[src/rmrx_map.svh]
// Purpose: register map, field positions and timing figures of the remote monitor rx block
// Assumes: byte-wide management access, one register byte per address
// Notes: definitions only
`ifndef RMRX_MAP_SVH
`define RMRX_MAP_SVH

`define RMRX_ADDR_EVENT 8'hAF
`define RMRX_ADDR_STATUS 8'hC0
`define RMRX_ADDR_MSG_HI 8'hC1
`define RMRX_ADDR_MSG_MID 8'hC2
`define RMRX_ADDR_MSG_LO 8'hC3
`define RMRX_ADDR_TYPE_HI 8'hC4
`define RMRX_ADDR_TYPE_LO 8'hC5
`define RMRX_ADDR_LOL_HI 8'hC6
`define RMRX_ADDR_LOL_LO 8'hC7
`define RMRX_ADDR_FRAME_B3 8'hC8
`define RMRX_ADDR_FRAME_B0 8'hCB
`define RMRX_ADDR_TERR_HI 8'hCC
`define RMRX_ADDR_TERR_LO 8'hCD
`define RMRX_ADDR_MERR_HI 8'hCE
`define RMRX_ADDR_MERR_LO 8'hCF

`define RMRX_CLEAR_CODE 8'hA5
`define RMRX_TYPE_SEC_IDLE 11'h2AB
`define RMRX_TYPE_CONTROL 11'h2A0
`define RMRX_KIND_BIT 23
`define RMRX_NACK_BIT 22

`define RMRX_EVT_ACK 0
`define RMRX_EVT_NACK 1
`define RMRX_EVT_SEC_RX 2
`define RMRX_EVT_SEC_TX 3

`define RMRX_ST_CLOCK 0
`define RMRX_ST_BITS 1
`define RMRX_ST_PHASE 2
`define RMRX_ST_FRAME 3
`define RMRX_ST_LOW_TONE 4
`define RMRX_ST_HIGH_TONE 5
`define RMRX_ST_INVENTORY 7

`define RMRX_LOCK_GOOD_FRAMES 2
`define RMRX_UNLOCK_BAD_FRAMES 6
`define RMRX_MAX_OFFSET_PPM 100000

`endif

[src/rmrx_pkg.sv]
// Purpose: shared types of the remote monitor rx block
// Assumes: nothing beyond the map header
// Notes: constants live in rmrx_map.svh
`default_nettype none
package rmrx_pkg;
    typedef enum logic {RMRX_SEARCH, RMRX_LOCKED} rmrx_lock_state_t;
    typedef logic [7:0] rmrx_byte_t;
endpackage
`default_nettype wire

[src/rmrx_framer_lock.sv]
// Purpose: frame lock tracker fed by per-frame checksum results
// Assumes: one i_frame_valid pulse per received 48-bit frame
// Notes: o_lock_lost pulses one cycle as lock drops
`include "rmrx_map.svh"
`default_nettype none
module rmrx_framer_lock
    import rmrx_pkg::*;
#(
    parameter int GOOD_FRAMES = `RMRX_LOCK_GOOD_FRAMES,
    parameter int BAD_FRAMES = `RMRX_UNLOCK_BAD_FRAMES
) (
    input wire logic i_clock,
    input wire logic i_reset_n,
    input wire logic i_enable,
    input wire logic i_frame_valid,
    input wire logic i_frame_good,
    output logic o_locked,
    output logic o_lock_lost
);
    rmrx_lock_state_t state_q, state_d;
    logic [2:0] run_q, run_d;
    logic lost_q, lost_d;
    logic [2:0] run_inc;

    assign run_inc = run_q + 3'h1;

    // consecutive good frames while searching, bad frames while locked
    always_comb begin
        state_d = state_q;
        run_d = run_q;
        lost_d = 1'b0;
        if (!i_enable) begin
            state_d = RMRX_SEARCH;
            run_d = 3'h0;
        end else if (i_frame_valid) begin
            case (state_q)
                RMRX_SEARCH: begin
                    if (!i_frame_good) begin
                        run_d = 3'h0;
                    end else if (run_inc == 3'(GOOD_FRAMES)) begin
                        state_d = RMRX_LOCKED;
                        run_d = 3'h0;
                    end else begin
                        run_d = run_inc;
                    end
                end
                RMRX_LOCKED: begin
                    if (i_frame_good) begin
                        run_d = 3'h0;
                    end else if (run_inc == 3'(BAD_FRAMES)) begin
                        state_d = RMRX_SEARCH;
                        run_d = 3'h0;
                        lost_d = 1'b1;
                    end else begin
                        run_d = run_inc;
                    end
                end
                default: begin
                    state_d = RMRX_SEARCH;
                    run_d = 3'h0;
                end
            endcase
        end
    end

    always_ff @(posedge i_clock) begin
        if (!i_reset_n) begin
            state_q <= RMRX_SEARCH;
            run_q <= 3'h0;
            lost_q <= 1'b0;
        end else begin
            state_q <= state_d;
            run_q <= run_d;
            lost_q <= lost_d;
        end
    end

    assign o_locked = (state_q == RMRX_LOCKED);
    assign o_lock_lost = lost_q;
endmodule
`default_nettype wire

[src/rmrx_status_counters.sv]
// Purpose: rx status, debug capture, event latches and link counters of the remote monitor channel
// Assumes: frame strobe, checksum results and lock indications come from rx logic on i_clock
// Notes: register reads answer one cycle after i_reg_rd; reserved bits read zero
`include "rmrx_map.svh"
`default_nettype none
module rmrx_status_counters
    import rmrx_pkg::*;
#(
    parameter bit BITS_MERGED = 1'b0
) (
    input wire logic i_clock,
    input wire logic i_reset_n,
    input wire logic i_rx_enable,
    input wire logic i_clock_locked,
    input wire logic i_bits_locked,
    input wire logic i_phase_locked,
    input wire logic i_high_tone_seen,
    input wire logic i_low_tone_seen,
    input wire logic i_inventory_validated,
    input wire logic i_tx_security_idle,
    input wire logic i_frame_valid,
    input wire logic [10:0] i_frame_type,
    input wire logic [23:0] i_frame_msg,
    input wire logic i_type_check_ok,
    input wire logic i_msg_check_ok,
    input wire logic [7:0] i_reg_addr,
    input wire logic i_reg_wr,
    input wire logic [7:0] i_reg_wdata,
    input wire logic i_reg_rd,
    output logic [7:0] o_reg_rdata,
    output logic o_framer_locked
);
    ////////////////////////////////////////////////////////////////////////////
    function automatic rmrx_byte_t byte_of(input logic [31:0] value, input logic [1:0] idx);
        byte_of = value[8*idx +: 8];
    endfunction

    logic lock_w;
    logic lock_lost_w;
    logic frame_good_w;
    logic [15:0] lol_cnt_q, lol_cnt_d;
    logic [31:0] frame_cnt_q, frame_cnt_d;
    logic [15:0] type_err_q, type_err_d;
    logic [15:0] msg_err_q, msg_err_d;
    logic [23:0] msg_cap_q;
    logic [10:0] type_cap_q;
    logic [3:0] event_q, event_d;
    logic [3:0] event_set_w;
    logic [7:0] status_q, status_d;
    logic inventory_q;
    logic [7:0] rdata_q, rdata_w;
    logic locked_q;

    ////////////////////////////////////////////////////////////////////////////
    // frame checks: a type failure hides the message result
    assign frame_good_w = i_type_check_ok && i_msg_check_ok;

    rmrx_framer_lock #(
        .GOOD_FRAMES(`RMRX_LOCK_GOOD_FRAMES),
        .BAD_FRAMES(`RMRX_UNLOCK_BAD_FRAMES)
    ) u_framer_lock (
        .i_clock(i_clock),
        .i_reset_n(i_reset_n),
        .i_enable(i_rx_enable),
        .i_frame_valid(i_frame_valid),
        .i_frame_good(frame_good_w),
        .o_locked(lock_w),
        .o_lock_lost(lock_lost_w)
    );

    ////////////////////////////////////////////////////////////////////////////
    // register decode
    wire status_wr_w = i_reg_wr && (i_reg_addr == `RMRX_ADDR_STATUS);
    wire cnt_clr_w = (status_wr_w && (i_reg_wdata == `RMRX_CLEAR_CODE)) || !i_rx_enable;
    wire evt_rd_w = i_reg_rd && (i_reg_addr == `RMRX_ADDR_EVENT);
    wire frame_rd_w = (i_reg_addr >= `RMRX_ADDR_FRAME_B3) && (i_reg_addr <= `RMRX_ADDR_FRAME_B0);
    wire [1:0] frame_idx_w = 2'(`RMRX_ADDR_FRAME_B0 - i_reg_addr);

    wire counting_w = i_frame_valid && lock_w;
    wire type_fail_w = counting_w && !i_type_check_ok;
    wire msg_fail_w = counting_w && i_type_check_ok && !i_msg_check_ok;
    wire capture_w = counting_w && frame_good_w;
    wire sec_rx_w = i_frame_valid && i_type_check_ok && (i_frame_type == `RMRX_TYPE_SEC_IDLE);
    wire ctrl_kind_w = i_frame_valid && frame_good_w && (i_frame_type == `RMRX_TYPE_CONTROL)
        && i_frame_msg[`RMRX_KIND_BIT];

    assign event_set_w[`RMRX_EVT_SEC_TX] = i_tx_security_idle;
    assign event_set_w[`RMRX_EVT_SEC_RX] = sec_rx_w;
    assign event_set_w[`RMRX_EVT_NACK] = ctrl_kind_w && i_frame_msg[`RMRX_NACK_BIT];
    assign event_set_w[`RMRX_EVT_ACK] = ctrl_kind_w && !i_frame_msg[`RMRX_NACK_BIT];

    always_comb begin
        if (i_reg_addr == `RMRX_ADDR_EVENT) begin
            rdata_w = {4'h0, event_q};
        end else if (i_reg_addr == `RMRX_ADDR_STATUS) begin
            rdata_w = status_q;
        end else if (i_reg_addr == `RMRX_ADDR_MSG_HI) begin
            rdata_w = msg_cap_q[23:16];
        end else if (i_reg_addr == `RMRX_ADDR_MSG_MID) begin
            rdata_w = msg_cap_q[15:8];
        end else if (i_reg_addr == `RMRX_ADDR_MSG_LO) begin
            rdata_w = msg_cap_q[7:0];
        end else if (i_reg_addr == `RMRX_ADDR_TYPE_HI) begin
            rdata_w = {5'h00, type_cap_q[10:8]};
        end else if (i_reg_addr == `RMRX_ADDR_TYPE_LO) begin
            rdata_w = type_cap_q[7:0];
        end else if (i_reg_addr == `RMRX_ADDR_LOL_HI) begin
            rdata_w = lol_cnt_q[15:8];
        end else if (i_reg_addr == `RMRX_ADDR_LOL_LO) begin
            rdata_w = lol_cnt_q[7:0];
        end else if (frame_rd_w) begin
            rdata_w = byte_of(frame_cnt_q, frame_idx_w);
        end else if (i_reg_addr == `RMRX_ADDR_TERR_HI) begin
            rdata_w = byte_of({16'h0000, type_err_q}, 2'h1);
        end else if (i_reg_addr == `RMRX_ADDR_TERR_LO) begin
            rdata_w = byte_of({16'h0000, type_err_q}, 2'h0);
        end else if (i_reg_addr == `RMRX_ADDR_MERR_HI) begin
            rdata_w = byte_of({16'h0000, msg_err_q}, 2'h1);
        end else if (i_reg_addr == `RMRX_ADDR_MERR_LO) begin
            rdata_w = byte_of({16'h0000, msg_err_q}, 2'h0);
        end else begin
            rdata_w = 8'h00;
        end
    end

    ////////////////////////////////////////////////////////////////////////////
    // counters: clear has priority, all wrap naturally
    always_comb begin
        lol_cnt_d = lol_cnt_q;
        frame_cnt_d = frame_cnt_q;
        type_err_d = type_err_q;
        msg_err_d = msg_err_q;
        if (cnt_clr_w) begin
            lol_cnt_d = 16'h0000;
            frame_cnt_d = 32'h0000_0000;
            type_err_d = 16'h0000;
            msg_err_d = 16'h0000;
        end else begin
            if (lock_lost_w) begin
                lol_cnt_d = lol_cnt_q + 16'h0001;
            end
            if (counting_w) begin
                frame_cnt_d = frame_cnt_q + 32'h0000_0001;
            end
            if (type_fail_w) begin
                type_err_d = type_err_q + 16'h0001;
            end
            if (msg_fail_w) begin
                msg_err_d = msg_err_q + 16'h0001;
            end
        end
    end

    always_ff @(posedge i_clock) begin
        if (!i_reset_n) begin
            lol_cnt_q <= 16'h0000;
            frame_cnt_q <= 32'h0000_0000;
            type_err_q <= 16'h0000;
            msg_err_q <= 16'h0000;
        end else begin
            lol_cnt_q <= lol_cnt_d;
            frame_cnt_q <= frame_cnt_d;
            type_err_q <= type_err_d;
            msg_err_q <= msg_err_d;
        end
    end

    ////////////////////////////////////////////////////////////////////////////
    // debug capture of the last good frame seen under lock
    always_ff @(posedge i_clock) begin
        if (!i_reset_n) begin
            msg_cap_q <= 24'h00_0000;
            type_cap_q <= 11'h000;
        end else if (capture_w) begin
            msg_cap_q <= i_frame_msg;
            type_cap_q <= i_frame_type;
        end
    end

    ////////////////////////////////////////////////////////////////////////////
    // clear-on-read event latches, a new event beats the read
    genvar gi;
    generate
        for (gi = 0; gi < 4; gi++) begin : g_event
            assign event_d[gi] = event_set_w[gi] || (event_q[gi] && !evt_rd_w);
        end
    endgenerate

    // one process owns all four latch bits
    always_ff @(posedge i_clock) begin
        if (!i_reset_n) begin
            event_q <= 4'h0;
        end else begin
            event_q <= event_d;
        end
    end

    ////////////////////////////////////////////////////////////////////////////
    // status byte, all flags drop while the rx path is off
    always_comb begin
        status_d = 8'h00;
        if (i_rx_enable) begin
            status_d[`RMRX_ST_INVENTORY] = inventory_q;
            status_d[`RMRX_ST_HIGH_TONE] = i_high_tone_seen;
            status_d[`RMRX_ST_LOW_TONE] = i_low_tone_seen;
            status_d[`RMRX_ST_FRAME] = lock_w;
            status_d[`RMRX_ST_PHASE] = i_phase_locked;
            status_d[`RMRX_ST_BITS] = BITS_MERGED ? 1'b1 : i_bits_locked;
            status_d[`RMRX_ST_CLOCK] = i_clock_locked;
        end
    end

    always_ff @(posedge i_clock) begin
        if (!i_reset_n) begin
            inventory_q <= 1'b0;
            status_q <= 8'h00;
            rdata_q <= 8'h00;
            locked_q <= 1'b0;
        end else begin
            inventory_q <= i_rx_enable && (inventory_q || i_inventory_validated);
            status_q <= status_d;
            locked_q <= lock_w;
            if (i_reg_rd) begin
                rdata_q <= rdata_w;
            end
        end
    end

    assign o_reg_rdata = rdata_q;
    assign o_framer_locked = locked_q;
endmodule
`default_nettype wire
[config.mk]
export PLATFORM = sky130hd
export DESIGN_NAME = rmrx_status_counters
export DESIGN_NICKNAME = d
export VERILOG_FILES = /design/src/rmrx_pkg.sv /design/src/rmrx_framer_lock.sv /design/src/rmrx_status_counters.sv
export VERILOG_INCLUDE_DIRS = /design/src /design/src/src
export SDC_FILE = /design/constraint.sdc
export NUM_CORES = 1
export LEC_CHECK = 0
export BUFFER_PORTS_ARGS = -buffer_cell sky130_fd_sc_hd__buf_4
export CAP_MARGIN = 20
export CORE_AREA = 2 2 100 121
export CTS_CLUSTER_SIZE = 14
export DETAILED_ROUTE_END_ITERATION = 16
export DIE_AREA = 0 0 102 123
export GPL_ROUTABILITY_DRIVEN = 0
export GPL_TIMING_DRIVEN = 0
export PLACE_DENSITY_LB_ADDON = 0.25
export SYNTH_ARGS = -nofsm -noshare
export SYNTH_HDL_FRONTEND = slang
export SYNTH_SLANG_ARGS = --single-unit
[constraint.sdc]
create_clock -name i_clock -period 2.9 [get_ports i_clock]
set_input_delay 0.29 -clock i_clock [delete_from_list [all_inputs] [get_ports i_clock]]
set_output_delay 0.29 -clock i_clock [all_outputs]
set_load 0.05 [all_outputs]
### Yosys cells after proc, flatten, opt, wreduce, memory -nomap -nowiden

Cells that the tools add are included.

| storage, ports and cells | value |
|---|---|
| bits in registers | 142 |
| input port bits | 66 |
| output and inout bits | 9 |
| word-level logic and storage cells | 107 |

| cells by class | value |
|---|---|
| $add $sub $neg | 6 |
| magnitude comparators | 2 |
| equality and inequality tests | 18 |
| shifts and indexed selects | 1 |
| muxes and demuxes | 25 |
| bitwise logic cells | 4 |
| reduce and logical (&&, ||, !) cells | 36 |

Operator list:

| cell | count |
|---|---|
| $eq A8 B8 Y1 const B | 14 |
| $mux W8 | 14 |
| $add A16 B1 Y16 const B | 3 |
| $add A32 B1 Y32 const B | 1 |
| $shiftx A32 B6 Y8 | 1 |
| $eq A11 B10 Y1 const B | 2 |
| $logic_and A1 B1 Y1 | 22 |
| $mux W3 | 4 |
| $ge A8 B8 Y1 const B | 1 |
| $le A8 B8 Y1 const B | 1 |
| $logic_or A1 B1 Y1 | 6 |
| $pmux W3 S2 | 1 |
| $logic_not A1 Y1 | 5 |
| $mux W1 | 5 |
| $reduce_or A5 Y1 | 1 |
| $not A1 Y1 | 4 |
| $add A3 B1 Y3 const B | 1 |
| $eq A3 B2 Y1 const B | 1 |
| $eq A3 B3 Y1 const B | 1 |
| $pmux W1 S2 | 1 |
| $reduce_and A2 Y1 | 1 |
| $reduce_or A2 Y1 | 1 |
| $sub A2 B2 Y2 const A | 1 |

### Longest topological paths before layout

Gate-level depths: netlist of the first run.

| depth | value |
|---|---|
| depth in word-level cells | 15 |
| mapped depth | 8 |
| gate-level depth less buffers | 7 |

### By module

From an unflattened synthesis of the first run, not the netlist that was laid out.

| second synthesis, totals | value |
|---|---|
| cells, all modules | 862 |
| area, all modules | 7178.1 µm² |

Modules (own cells, without submodules):

| module | times used | cells an instance | area an instance (µm²) | seq. area each (µm²) |
|---|---|---|---|---|
| rmrx_status_counters | 1 | 828 | 6887.9 | 2722.6 |
| rmrx_framer_lock | 1 | 34 | 290.3 | 100.1 |

### Worst setup path after synthesis of the first run

No wires, ideal clock.

| timing | value |
|---|---|
| kind | register to register |
| from | register frame_cnt_q[9] |
| to | register frame_cnt_q[31] |
| setup time | 0.070 ns |
| data arrival time | 1.835 ns |
| data required time | 2.830 ns |
| slack | 0.995 ns |
| stages on the path, launching flop included | 6 |
| buffers on the path | 0 |
| clock period less this slack | 1.905 ns |
| cell sequence | dfxtp_1 -> nand3_4 -> or4_4 -> or3_1 -> or3_1 -> a21oi_1 |

| on the way | value |
|---|---|
| cells in the longest elaborated chain, start to end | 1 |

Ends and longest elaborated chain:

| what | RTL line | source |
|---|---|---|
| start: declaration | rmrx_status_counters.sv:42 | `logic [31:0] frame_cnt_q, frame_cnt_d;` |
| start signal: assignment | rmrx_status_counters.sv:162 | `frame_cnt_q <= frame_cnt_d;` |
| $add A32 B1 Y32 | rmrx_status_counters.sv:143 | `frame_cnt_d = frame_cnt_q + 32'h0000_0001;` |

No other way between the ends.
A chain may end at the register's enable or synchronous reset.

### Worst setup path in the final report of the first run

| timing | value |
|---|---|
| from | register frame_cnt_q[2] |
| to | register frame_cnt_q[29] |

Same word-level chain as after synthesis.

==> impl_metrics.tcl, run 1 <==
set metrics [dict create \
    via_per_inst 6.184 \
    vias 6988 \
    muxShareOfSynthArea 0.06283 \
    fin_crit_ns 2.216 \
    insertion_delay_ns 0.43 \
    cts_tree "built" \
    fin_cells 1130 \
    setup_viol_count_final 0 \
    synthCells 868 \
    slowest_delay_ns 0.44 \
    place.port_buffers 72 \
    synth_edf_count 0 \
    cp_max_fo 10 \
    drtPass1Iterations 6 \
    start_util 0.6233 \
    synth_cell_types 62 \
    hold_violations 0 \
    post_cts_buffers 0 \
    cp.arrival_ns 2.53 \
    relSlewSlack 0.4096 \
    diodes 0 \
    ys.warnings.count 0 \
    path_cells "and3_1 -> nand4_1 -> clkbuf_1 -> nor4_1 -> xnor2_1 -> nor2_1" \
    synth_compound_area_frac 0.1433 \
    fin_crit_sh 0.7642 \
    vdd_drop_max_mv 0.3741 \
    drt_iter0_drc 657 \
    synthSimpleGateAreaFrac 0.2631 \
    fin_tns_setup_ns 0 \
    clkPwrFrac 0.503 \
    overflow 0 \
    worst_path_max_delay_cell "nor4_1" \
    synth_xor_area_frac 0.08008 \
    grtUsageTotal 0.3312 \
    final_cell_mix "dfxtp_1, nand2_1, nor2_1" \
    max_freq_mhz 451.2 \
    path_class "reg2reg" \
    cts_buffers 17 \
    final_common_cell "dfxtp_1" \
    outcome "finished, final reports clean" \
    htree_levels 4 \
    p_sw_mw 1.038 \
    die_y_um 123 \
    yosys.area_share.adder 0.01056 \
    p_seq_frac 0.435 \
    clockRootBuffer "clkbuf_16" \
    crit_required_ns 3.21 \
    antenna_found_initial 0 \
    layout-drive-gt1-share 0.1408 \
    dp.cells 1097 \
    ys.flop_type "dfxtp_1" \
    maxCapViolations 0 \
    cts_buffer_depth 2 \
    internal-power_mw 3.441 \
    synth_top_family_by_area "simple AND/OR/NAND/NOR gates" \
    drv_slew 0 \
    dp_hpwl_mm 14.74 \
    area_delta_synth_final_pct 18.97 \
    wire_per_inst_um 18.22 \
    core-area_sq_mm 0.01141 \
    grt_max_degree 17 \
    switching_share 0.2317 \
    synth_nets 940 \
    drt_wl_total_mm 20.59 \
    start_kind "flip-flop" \
    holdBufCountCts 0 \
    drc 0 \
    dieArea_sq_mm 0.01255 \
    critPathCaptureType "flip-flop" \
    io_pins 75 \
    grt_pass1_wl_mm 31.99 \
    synthArstFlopShare 0 \
    leakage_nw 2.885 \
    grt_pass1_vias 6420 \
    clk_pin_slew_ns 0.06 \
    pwr_density_cell_mw_per_mm2 529.5 \
    ys_seq_elements 141 \
    cts_resized 0 \
    fin_nets 1032 \
    rsz0062_at_grt "no" \
    worst_slew_pin_slew_ns 0.8775 \
    avgSynthCellArea_sq_um 8.190 \
    clock_sinks 141 \
    hp-class "in2reg" \
    rows 43 \
    power_frac_comb 0.062 \
    fin_skew_ns 0.008079 \
    die_w_um 102 \
    syn-cell-area_sq_mm 0.007109 \
    ys_seq_area_frac 0.3970 \
    ant_nets 0 \
]
[synth_stat cells, types with 15 or more instances]
| library cell | count | area, sq um |
|---|---|---|
| a21oi_1 | 68 | 340.3 |
| buf_2 | 17 | 85.08 |
| clkbuf_1 | 28 | 105.1 |
| dfxtp_1 | 141 | 2823 |
| inv_1 | 22 | 82.58 |
| mux2i_1 | 21 | 210.2 |
| nand2_1 | 118 | 442.9 |
| nand3_1 | 30 | 150.1 |
| nand4_1 | 24 | 150.1 |
| nor2_1 | 95 | 356.6 |
| nor3_1 | 16 | 80.08 |
| o21ai_0 | 44 | 220.2 |
| or3_1 | 15 | 93.84 |
| xnor2_1 | 31 | 271.5 |
| xor2_1 | 34 | 297.8 |
[power groups by stage]
stage	combinational, mW	sequential [mW]	clock, mW
2_1_floorplan	0.136	1.99	0
3_3_place_gp	0.267	1.99	0
3_5_place_dp	0.268	1.99	0
4_1_cts	0.270	1.95	2.24
5_1_grt	0.296	1.95	2.35
6_report	0.279	1.95	2.25
[final timing paths]
path	from	to	slack (ns)	cells after the start
setup reg to reg	frame_cnt_q[2]	frame_cnt_q[29]	0.68	6
hold reg to reg	msg_cap_q[7]	msg_cap_q[7]	0.46	2
setup / recovery	frame_cnt_q[2]	frame_cnt_q[29]	0.68	6
hold / removal	i_tx_security_idle	event_q[3]	0.07	3
[metal layers]
| layer | vias up | global-route usage | share of wire |
|---|---|---|---|
| met4 | 0 | 0.1867 | 0.046 |
| li1 | 3242 | - | - |
| met1 | 3249 | 0.4000 | 0.39 |
| met5 | - | 0 | 0 |
| met3 | 98 | 0.07066 | 0.080 |
| met2 | 399 | 0.5452 | 0.48 |
[cells by family after synthesis]
group,Yosys count
AND/OR/NAND/NOR,378
buffers and inverters,76
XOR/XNOR,65
adder cells (fa/ha/maj),6
flip-flops,141
multiplexers,34
AO/OA/AOI/OAI,168
[critical path, delay by kind of cell (launching register included)]
family,cells,cell delay [ns]
AND/OR/NAND/NOR,4,1.16
XOR/XNOR,1,0.19
flip-flops,1,0.41
buffers and inverters,1,0.33
[sequential cells by signal, summed over array words and instances (netlist names)]
signal and count:
u_framer_lock.o_locked 1, type_cap_q 11, event_q 4, o_framer_locked 1, frame_cnt_q 32, u_framer_lock.run_q 3
msg_err_q 16, u_framer_lock.o_lock_lost 1, lol_cnt_q 16, o_reg_rdata 8, msg_cap_q 24, inventory_q 1
type_err_q 16, status_q 7
[cell type report]
| class | count | area, sq um |
|---|---|---|
| Inverter | 24 | 90.09 |
| Buffer | 52 | 216.5 |
| Timing Repair Buffer | 73 | 545.5 |
| Fill cell | 877 | 2948 |
| Tap cell | 157 | 196.4 |
| Multi-Input combinational cell | 651 | 3980 |
| Clock buffer | 20 | 446.7 |
| Clock inverter | 12 | 160.2 |
| Sequential cell | 141 | 2823 |
[per-stage QoR]
step	setup WS (ns)	util	hold WS, ns	area, sq um	power, mW
after floorplan	0.9951	-	0.4074	7109	2.128
after global placement	0.2327	0.6879	0.4387	7846	2.256
after detailed placement	0.1803	0.6879	0.4464	7846	2.258
after CTS	0.6051	0.7411	0.07852	8453	4.461
after global routing	0.6123	0.7416	0.09667	8458	4.590
final	0.6839	0.7416	0.07190	8458	4.479
(Power assumes the default switching activity.)
==> run 2, diff against run 1 <==
CORE_AREA = 2 2 104 126   (was 2 2 100 121)
DIE_AREA = 0 0 106 128   (was 0 0 102 123)
clock period = 2.3 ns   (was 2.9 ns; I/O delays follow)
==> run 2 against run 1 <==
Effect of this change:
- clock skew down 0.00090 ns
- routed wire length down 0.62%
- hold slack worse by 0.062 ns
- power up 36%
- sequential cell count unchanged
- die area up 8.1%
- clock power up 46%
- first-iteration DRC count up 4.3%
- core utilization down 5.2 points
- combinational power up 26%
- cell count up 0.53%
- non-clock buffer count down 1
- critical endpoint is now frame_cnt_q[31]
- largest power group unchanged
==> impl_metrics.tcl, run 2 (synthesis gave the netlist of run 1 again) <==
set metrics [dict create \
    die_y_um 128 \
    clockRootBuffer "clkbuf_16" \
    r2r-start "frame_cnt_q[10]" \
    p_sw_mw 1.244 \
    cts_buffer_depth 2 \
    leakage_nw 2.944 \
    r2r_setup_slack_ns 0.13 \
    clk_pin_slew_ns 0.06 \
    drt_iter0_drc 685 \
    drc 0 \
    layout-drive-gt1-share 0.1420 \
    cts_buffers 17 \
    whs_ns 0.009752 \
    finalWorstSetupSlack_ns 0.1279 \
    start_util 0.5713 \
    top_register "frame_cnt_q" \
    dp_slack_ns -0.3545 \
    cp.arrival_ns 2.54 \
    insertion_delay_ns 0.43 \
    hp-class "in2reg" \
    drtPass1Iterations 8 \
    overflow 0 \
    fill_cells 1060 \
    internal-power_mw 4.855 \
    clkPwrFrac 0.540 \
    min_to "event_q[3]" \
    ant_nets 0 \
    rows 45 \
    htree_levels 4 \
    max_freq_mhz 460.4 \
    fin_crit_ns 2.172 \
    drv_slew 0 \
    hold_violations 0 \
    crit_required_ns 2.66 \
    io_pins 75 \
    hold_path_startpoint "i_tx_security_idle" \
    place_area_sq_mm 0.007855 \
    switching_share 0.2040 \
    path_class "reg2reg" \
    reg2reg_to "frame_cnt_q[31]" \
    die_w_um 106 \
    diodes 0 \
    area_delta_synth_final_pct 20.64 \
    cts_tree "built" \
    outcome "finished, final reports clean" \
    whs_path_depth 3 \
    vias 6874 \
    dieArea_sq_mm 0.01357 \
    clock_sinks 141 \
    cp_max_fo 10 \
    pwr_density_cell_mw_per_mm2 711.1 \
    grt_pass1_wl_mm 32.45 \
    dp_hpwl_mm 14.97 \
    rsz0062_at_grt "no" \
    p_seq_frac 0.403 \
    largest_reg_flops 32 \
    final_core_util 0.6893 \
    fin_crit_sh 0.9444 \
    via_per_inst 6.051 \
    vdd_drop_max_mv 0.6035 \
    final_cell_area_sq_mm 0.008577 \
    setup_viol_count_final 0 \
    drt_wl_total_mm 20.46 \
    fin_nets 1031 \
    antenna_found_initial 0 \
    totalPowerFinal_mw 6.099 \
    start_kind "flip-flop" \
    core-area_sq_mm 0.01244 \
    critPathCaptureType "flip-flop" \
    final_common_cell "dfxtp_1" \
    grt_max_degree 17 \
    holdBufCountCts 0 \
    place.port_buffers 72 \
    grtUsageTotal 0.3074 \
    r2r_cells 5 \
    post_cts_buffers 0 \
    wire_per_inst_um 18.01 \
    grt_pass1_vias 6373 \
    power_frac_comb 0.058 \
    worst_slew_pin_slew_ns 0.8315 \
    cts_resized 0 \
    maxCapViolations 0 \
    fin_skew_ns 0.007175 \
    reg_top3 "frame_cnt_q x32, msg_cap_q x24" \
    relSlewSlack 0.4406 \
    final_cell_mix "dfxtp_1, nand2_1, nor2_1" \
]
## run 2: cell count changes in the layout (fill, tap and decap cells not counted), sizes merged
cell / delta
bufinv: +4
clkinvlp: -3
inv: -3
clkbuf: +1
## run 2: cell type report
| type | count | area [sq um] | area share |
|---|---|---|---|
| repair buffers | 72 | 540.5 | 0.06302 |
| well taps | 164 | 205.2 | 0.02392 |
| multi-input cells | 651 | 3986 | 0.4648 |
| flip-flops and latches | 141 | 2823 | 0.3291 |
| clock buffers | 22 | 484.2 | 0.05646 |
| plain buffers | 52 | 216.5 | 0.02524 |
| inverters | 24 | 90.09 | 0.01050 |
| clock inverters | 10 | 231.5 | 0.02699 |
## run 2: worst max path at each step
stage,startpoint,endpoint
after floorplan,frame_cnt_q[9],frame_cnt_q[31]
after global placement,i_reg_addr[4],msg_err_q[1]
after detailed placement,i_reg_addr[4],frame_cnt_q[20]
after CTS,i_reg_addr[4],frame_cnt_q[20]
after global routing,u_framer_lock.o_locked,type_err_q[13]
final,frame_cnt_q[10],frame_cnt_q[31]
## run 2: power groups by stage
| stage | combinational (mW) | clock, mW | sequential, mW |
|---|---|---|---|
| after floorplan | 0.171 | 0 | 2.51 |
| after global placement | 0.340 | 0 | 2.51 |
| after detailed placement | 0.341 | 0 | 2.51 |
| after CTS | 0.343 | 3.31 | 2.46 |
| after global routing | 0.374 | 3.42 | 2.45 |
| final | 0.352 | 3.29 | 2.46 |
## run 2: through the flow
step | std cells | TNS, ns
final | 1136 | 0
after global routing | 1136 | 0
after CTS | 1136 | 0
after detailed placement | 1104 | -25.04
after global placement | 1104 | -26.73
after floorplan | 868 | 0
## run 2: per-layer routing
layer,GRT usage,part of all wire
met2,0.5222,0.48
met5,0,0
met3,0.07473,0.074
met1,0.3636,0.40
met4,0.1509,0.043
## run 2: worst max-delay path: stages, from the launching register on
cell and delay (ns):
dfxtp_1 0.51, nand3_4 0.18, or4_4 0.57, or3_1 0.36, or3_1 0.35, a21oi_1 0.14
==> run 3, diff against run 2 <==
CORE_AREA = 10 10 112 134   (was 2 2 104 126)
DIE_AREA = 0 0 122 144   (was 0 0 106 128)
PLACE_DENSITY_LB_ADDON = 0.2   (was 0.25)
==> run 3 against run 2 <==
Effect of this change:
- cell count stayed put
- clock-buffer cell count is 1 higher
- combinational power hardly changed
- core utilization is 0.82 points lower
- clock skew is 0.0017 ns lower
- hold slack better by 0.0079 ns
- maximum frequency is 0.50% lower
- sequential power hardly changed
- largest cell class unchanged
==> impl_metrics.tcl, run 3 (synthesis gave the netlist of run 1 again) <==
set metrics [dict create \
    final_core_util 0.6810 \
    finalWorstSetupSlack_ns 0.1170 \
    crit_top_cell "or3_1" \
    die_w_um 122 \
    area_delta_synth_final_pct 19.20 \
    fin_crit_sh 0.9491 \
    top_register "frame_cnt_q" \
    die_y_um 144 \
    fill_cells 1060 \
    largest_reg_flops 32 \
    start_kind "flip-flop" \
    totalPowerFinal_mw 5.586 \
    cts_resized 0 \
    grt_pass1_wl_mm 33.55 \
    path_cells "and3_1 -> nand4_1 -> or3_1 -> or3_1 -> a21oi_1" \
    rsz0062_at_grt "no" \
    via_per_inst 5.950 \
    clock_sinks 141 \
    insertion_delay_ns 0.43 \
    place.port_buffers 72 \
    cts_tree "built" \
    r2r_setup_slack_ns 0.12 \
    grt_pass1_vias 6414 \
    drv_slew 0 \
    dp_hpwl_mm 15.73 \
    start_util 0.5713 \
    cts_buffer_depth 2 \
    final_cell_mix "dfxtp_1, nand2_1, nor2_1" \
    core-area_sq_mm 0.01244 \
    htree_levels 4 \
    r2r_cells 5 \
    setup_viol_count_final 0 \
    layout-drive-gt1-share 0.1430 \
    vdd_drop_max_mv 0.5119 \
    pwr_density_cell_mw_per_mm2 659.2 \
    whs_path_depth 3 \
    relSlewSlack 0.4876 \
    antenna_found_initial 0 \
    final_common_cell "dfxtp_1" \
    fin_skew_ns 0.005477 \
    wire_per_inst_um 18.77 \
    fin_crit_ns 2.183 \
    place_area_sq_mm 0.007855 \
    final_cell_area_sq_mm 0.008474 \
    outcome "finished, final reports clean" \
    path_class "reg2reg" \
    max_freq_mhz 458.1 \
    cp_max_fo 8 \
    crit_required_ns 2.66 \
    dieArea_sq_mm 0.01757 \
    rows 45 \
    slowest_delay_ns 0.50 \
    ant_nets 0 \
    clockRootBuffer "clkbuf_16" \
    post_cts_buffers 0 \
    critPathCaptureType "flip-flop" \
    holdBufCountCts 0 \
    io_pins 75 \
    drc 0 \
    reg_top3 "frame_cnt_q x32, msg_cap_q x24" \
    hold_violations 0 \
    overflow 0 \
    worst_slew_pin_slew_ns 0.7578 \
    clk_pin_slew_ns 0.06 \
    cp.arrival_ns 2.54 \
    cts_buffers 17 \
    hp-class "in2reg" \
    drt_iter0_drc 561 \
    grt_max_degree 17 \
    fin_nets 1031 \
    drt_wl_total_mm 21.32 \
    worst_path_max_delay_cell "or3_1" \
    leakage_nw 2.885 \
    diodes 0 \
    vias 6759 \
    maxCapViolations 0 \
    grtUsageTotal 0.2416 \
    drtPass1Iterations 5 \
    dp_slack_ns -0.3815 \
]
[run 3: metal layers]
layer / GRT usage / wire (um) / share of wire
met2: 0.4066 / 10410 / 0.49
met4: 0.1263 / 845 / 0.040
met1: 0.2803 / 8538 / 0.40
met5: 0 / 0 / 0
met3: 0.05304 / 1524 / 0.071
[run 3: final cells by class]
cell class | count | area, sq um | area share
clock inverters | 9 | 108.9 | 0.01285
clock buffers | 23 | 498.0 | 0.05876
plain buffers | 52 | 216.5 | 0.02554
flip-flops and latches | 141 | 2823 | 0.3331
multi-input cells | 651 | 3993 | 0.4711
well taps | 164 | 205.2 | 0.02421
repair buffers | 72 | 540.5 | 0.06378
inverters | 24 | 90.09 | 0.01063
[run 3: stage by stage]
stage / setup TNS [ns] / hold WS [ns] / instances
global placement: -27.29 / 0.4363 / 1104
floorplan: 0 / 0.3474 / 868
finish: 0 / 0.01761 / 1136
detailed placement: -27.58 / 0.4470 / 1104
CTS: 0 / 0.01378 / 1136
global route: 0 / 0.03591 / 1136
[run 3: final timing paths]
kind / to / startpoint
min: inventory_q / i_inventory_validated
max: frame_cnt_q[31] / frame_cnt_q[2]
min reg2reg: msg_cap_q[7] / msg_cap_q[7]
max reg2reg: frame_cnt_q[31] / frame_cnt_q[2]
[run 3: critical path, delay by kind of cell, from the launching register on]
kind,cells,cell delay (ns)
AND/OR/NAND/NOR,4,1.54
flip-flops,1,0.43
AO/OA/AOI/OAI,1,0.14
[run 3: power by group]
| group | total [mW] | leakage, nW | switching (mW) | internal [mW] |
|---|---|---|---|---|
| combinational | 0.350 | 1.46 | 0.204 | 0.146 |
| sequential | 2.46 | 1.14 | 0.00455 | 2.45 |
| clock | 2.78 | 0.287 | 1.04 | 1.74 |
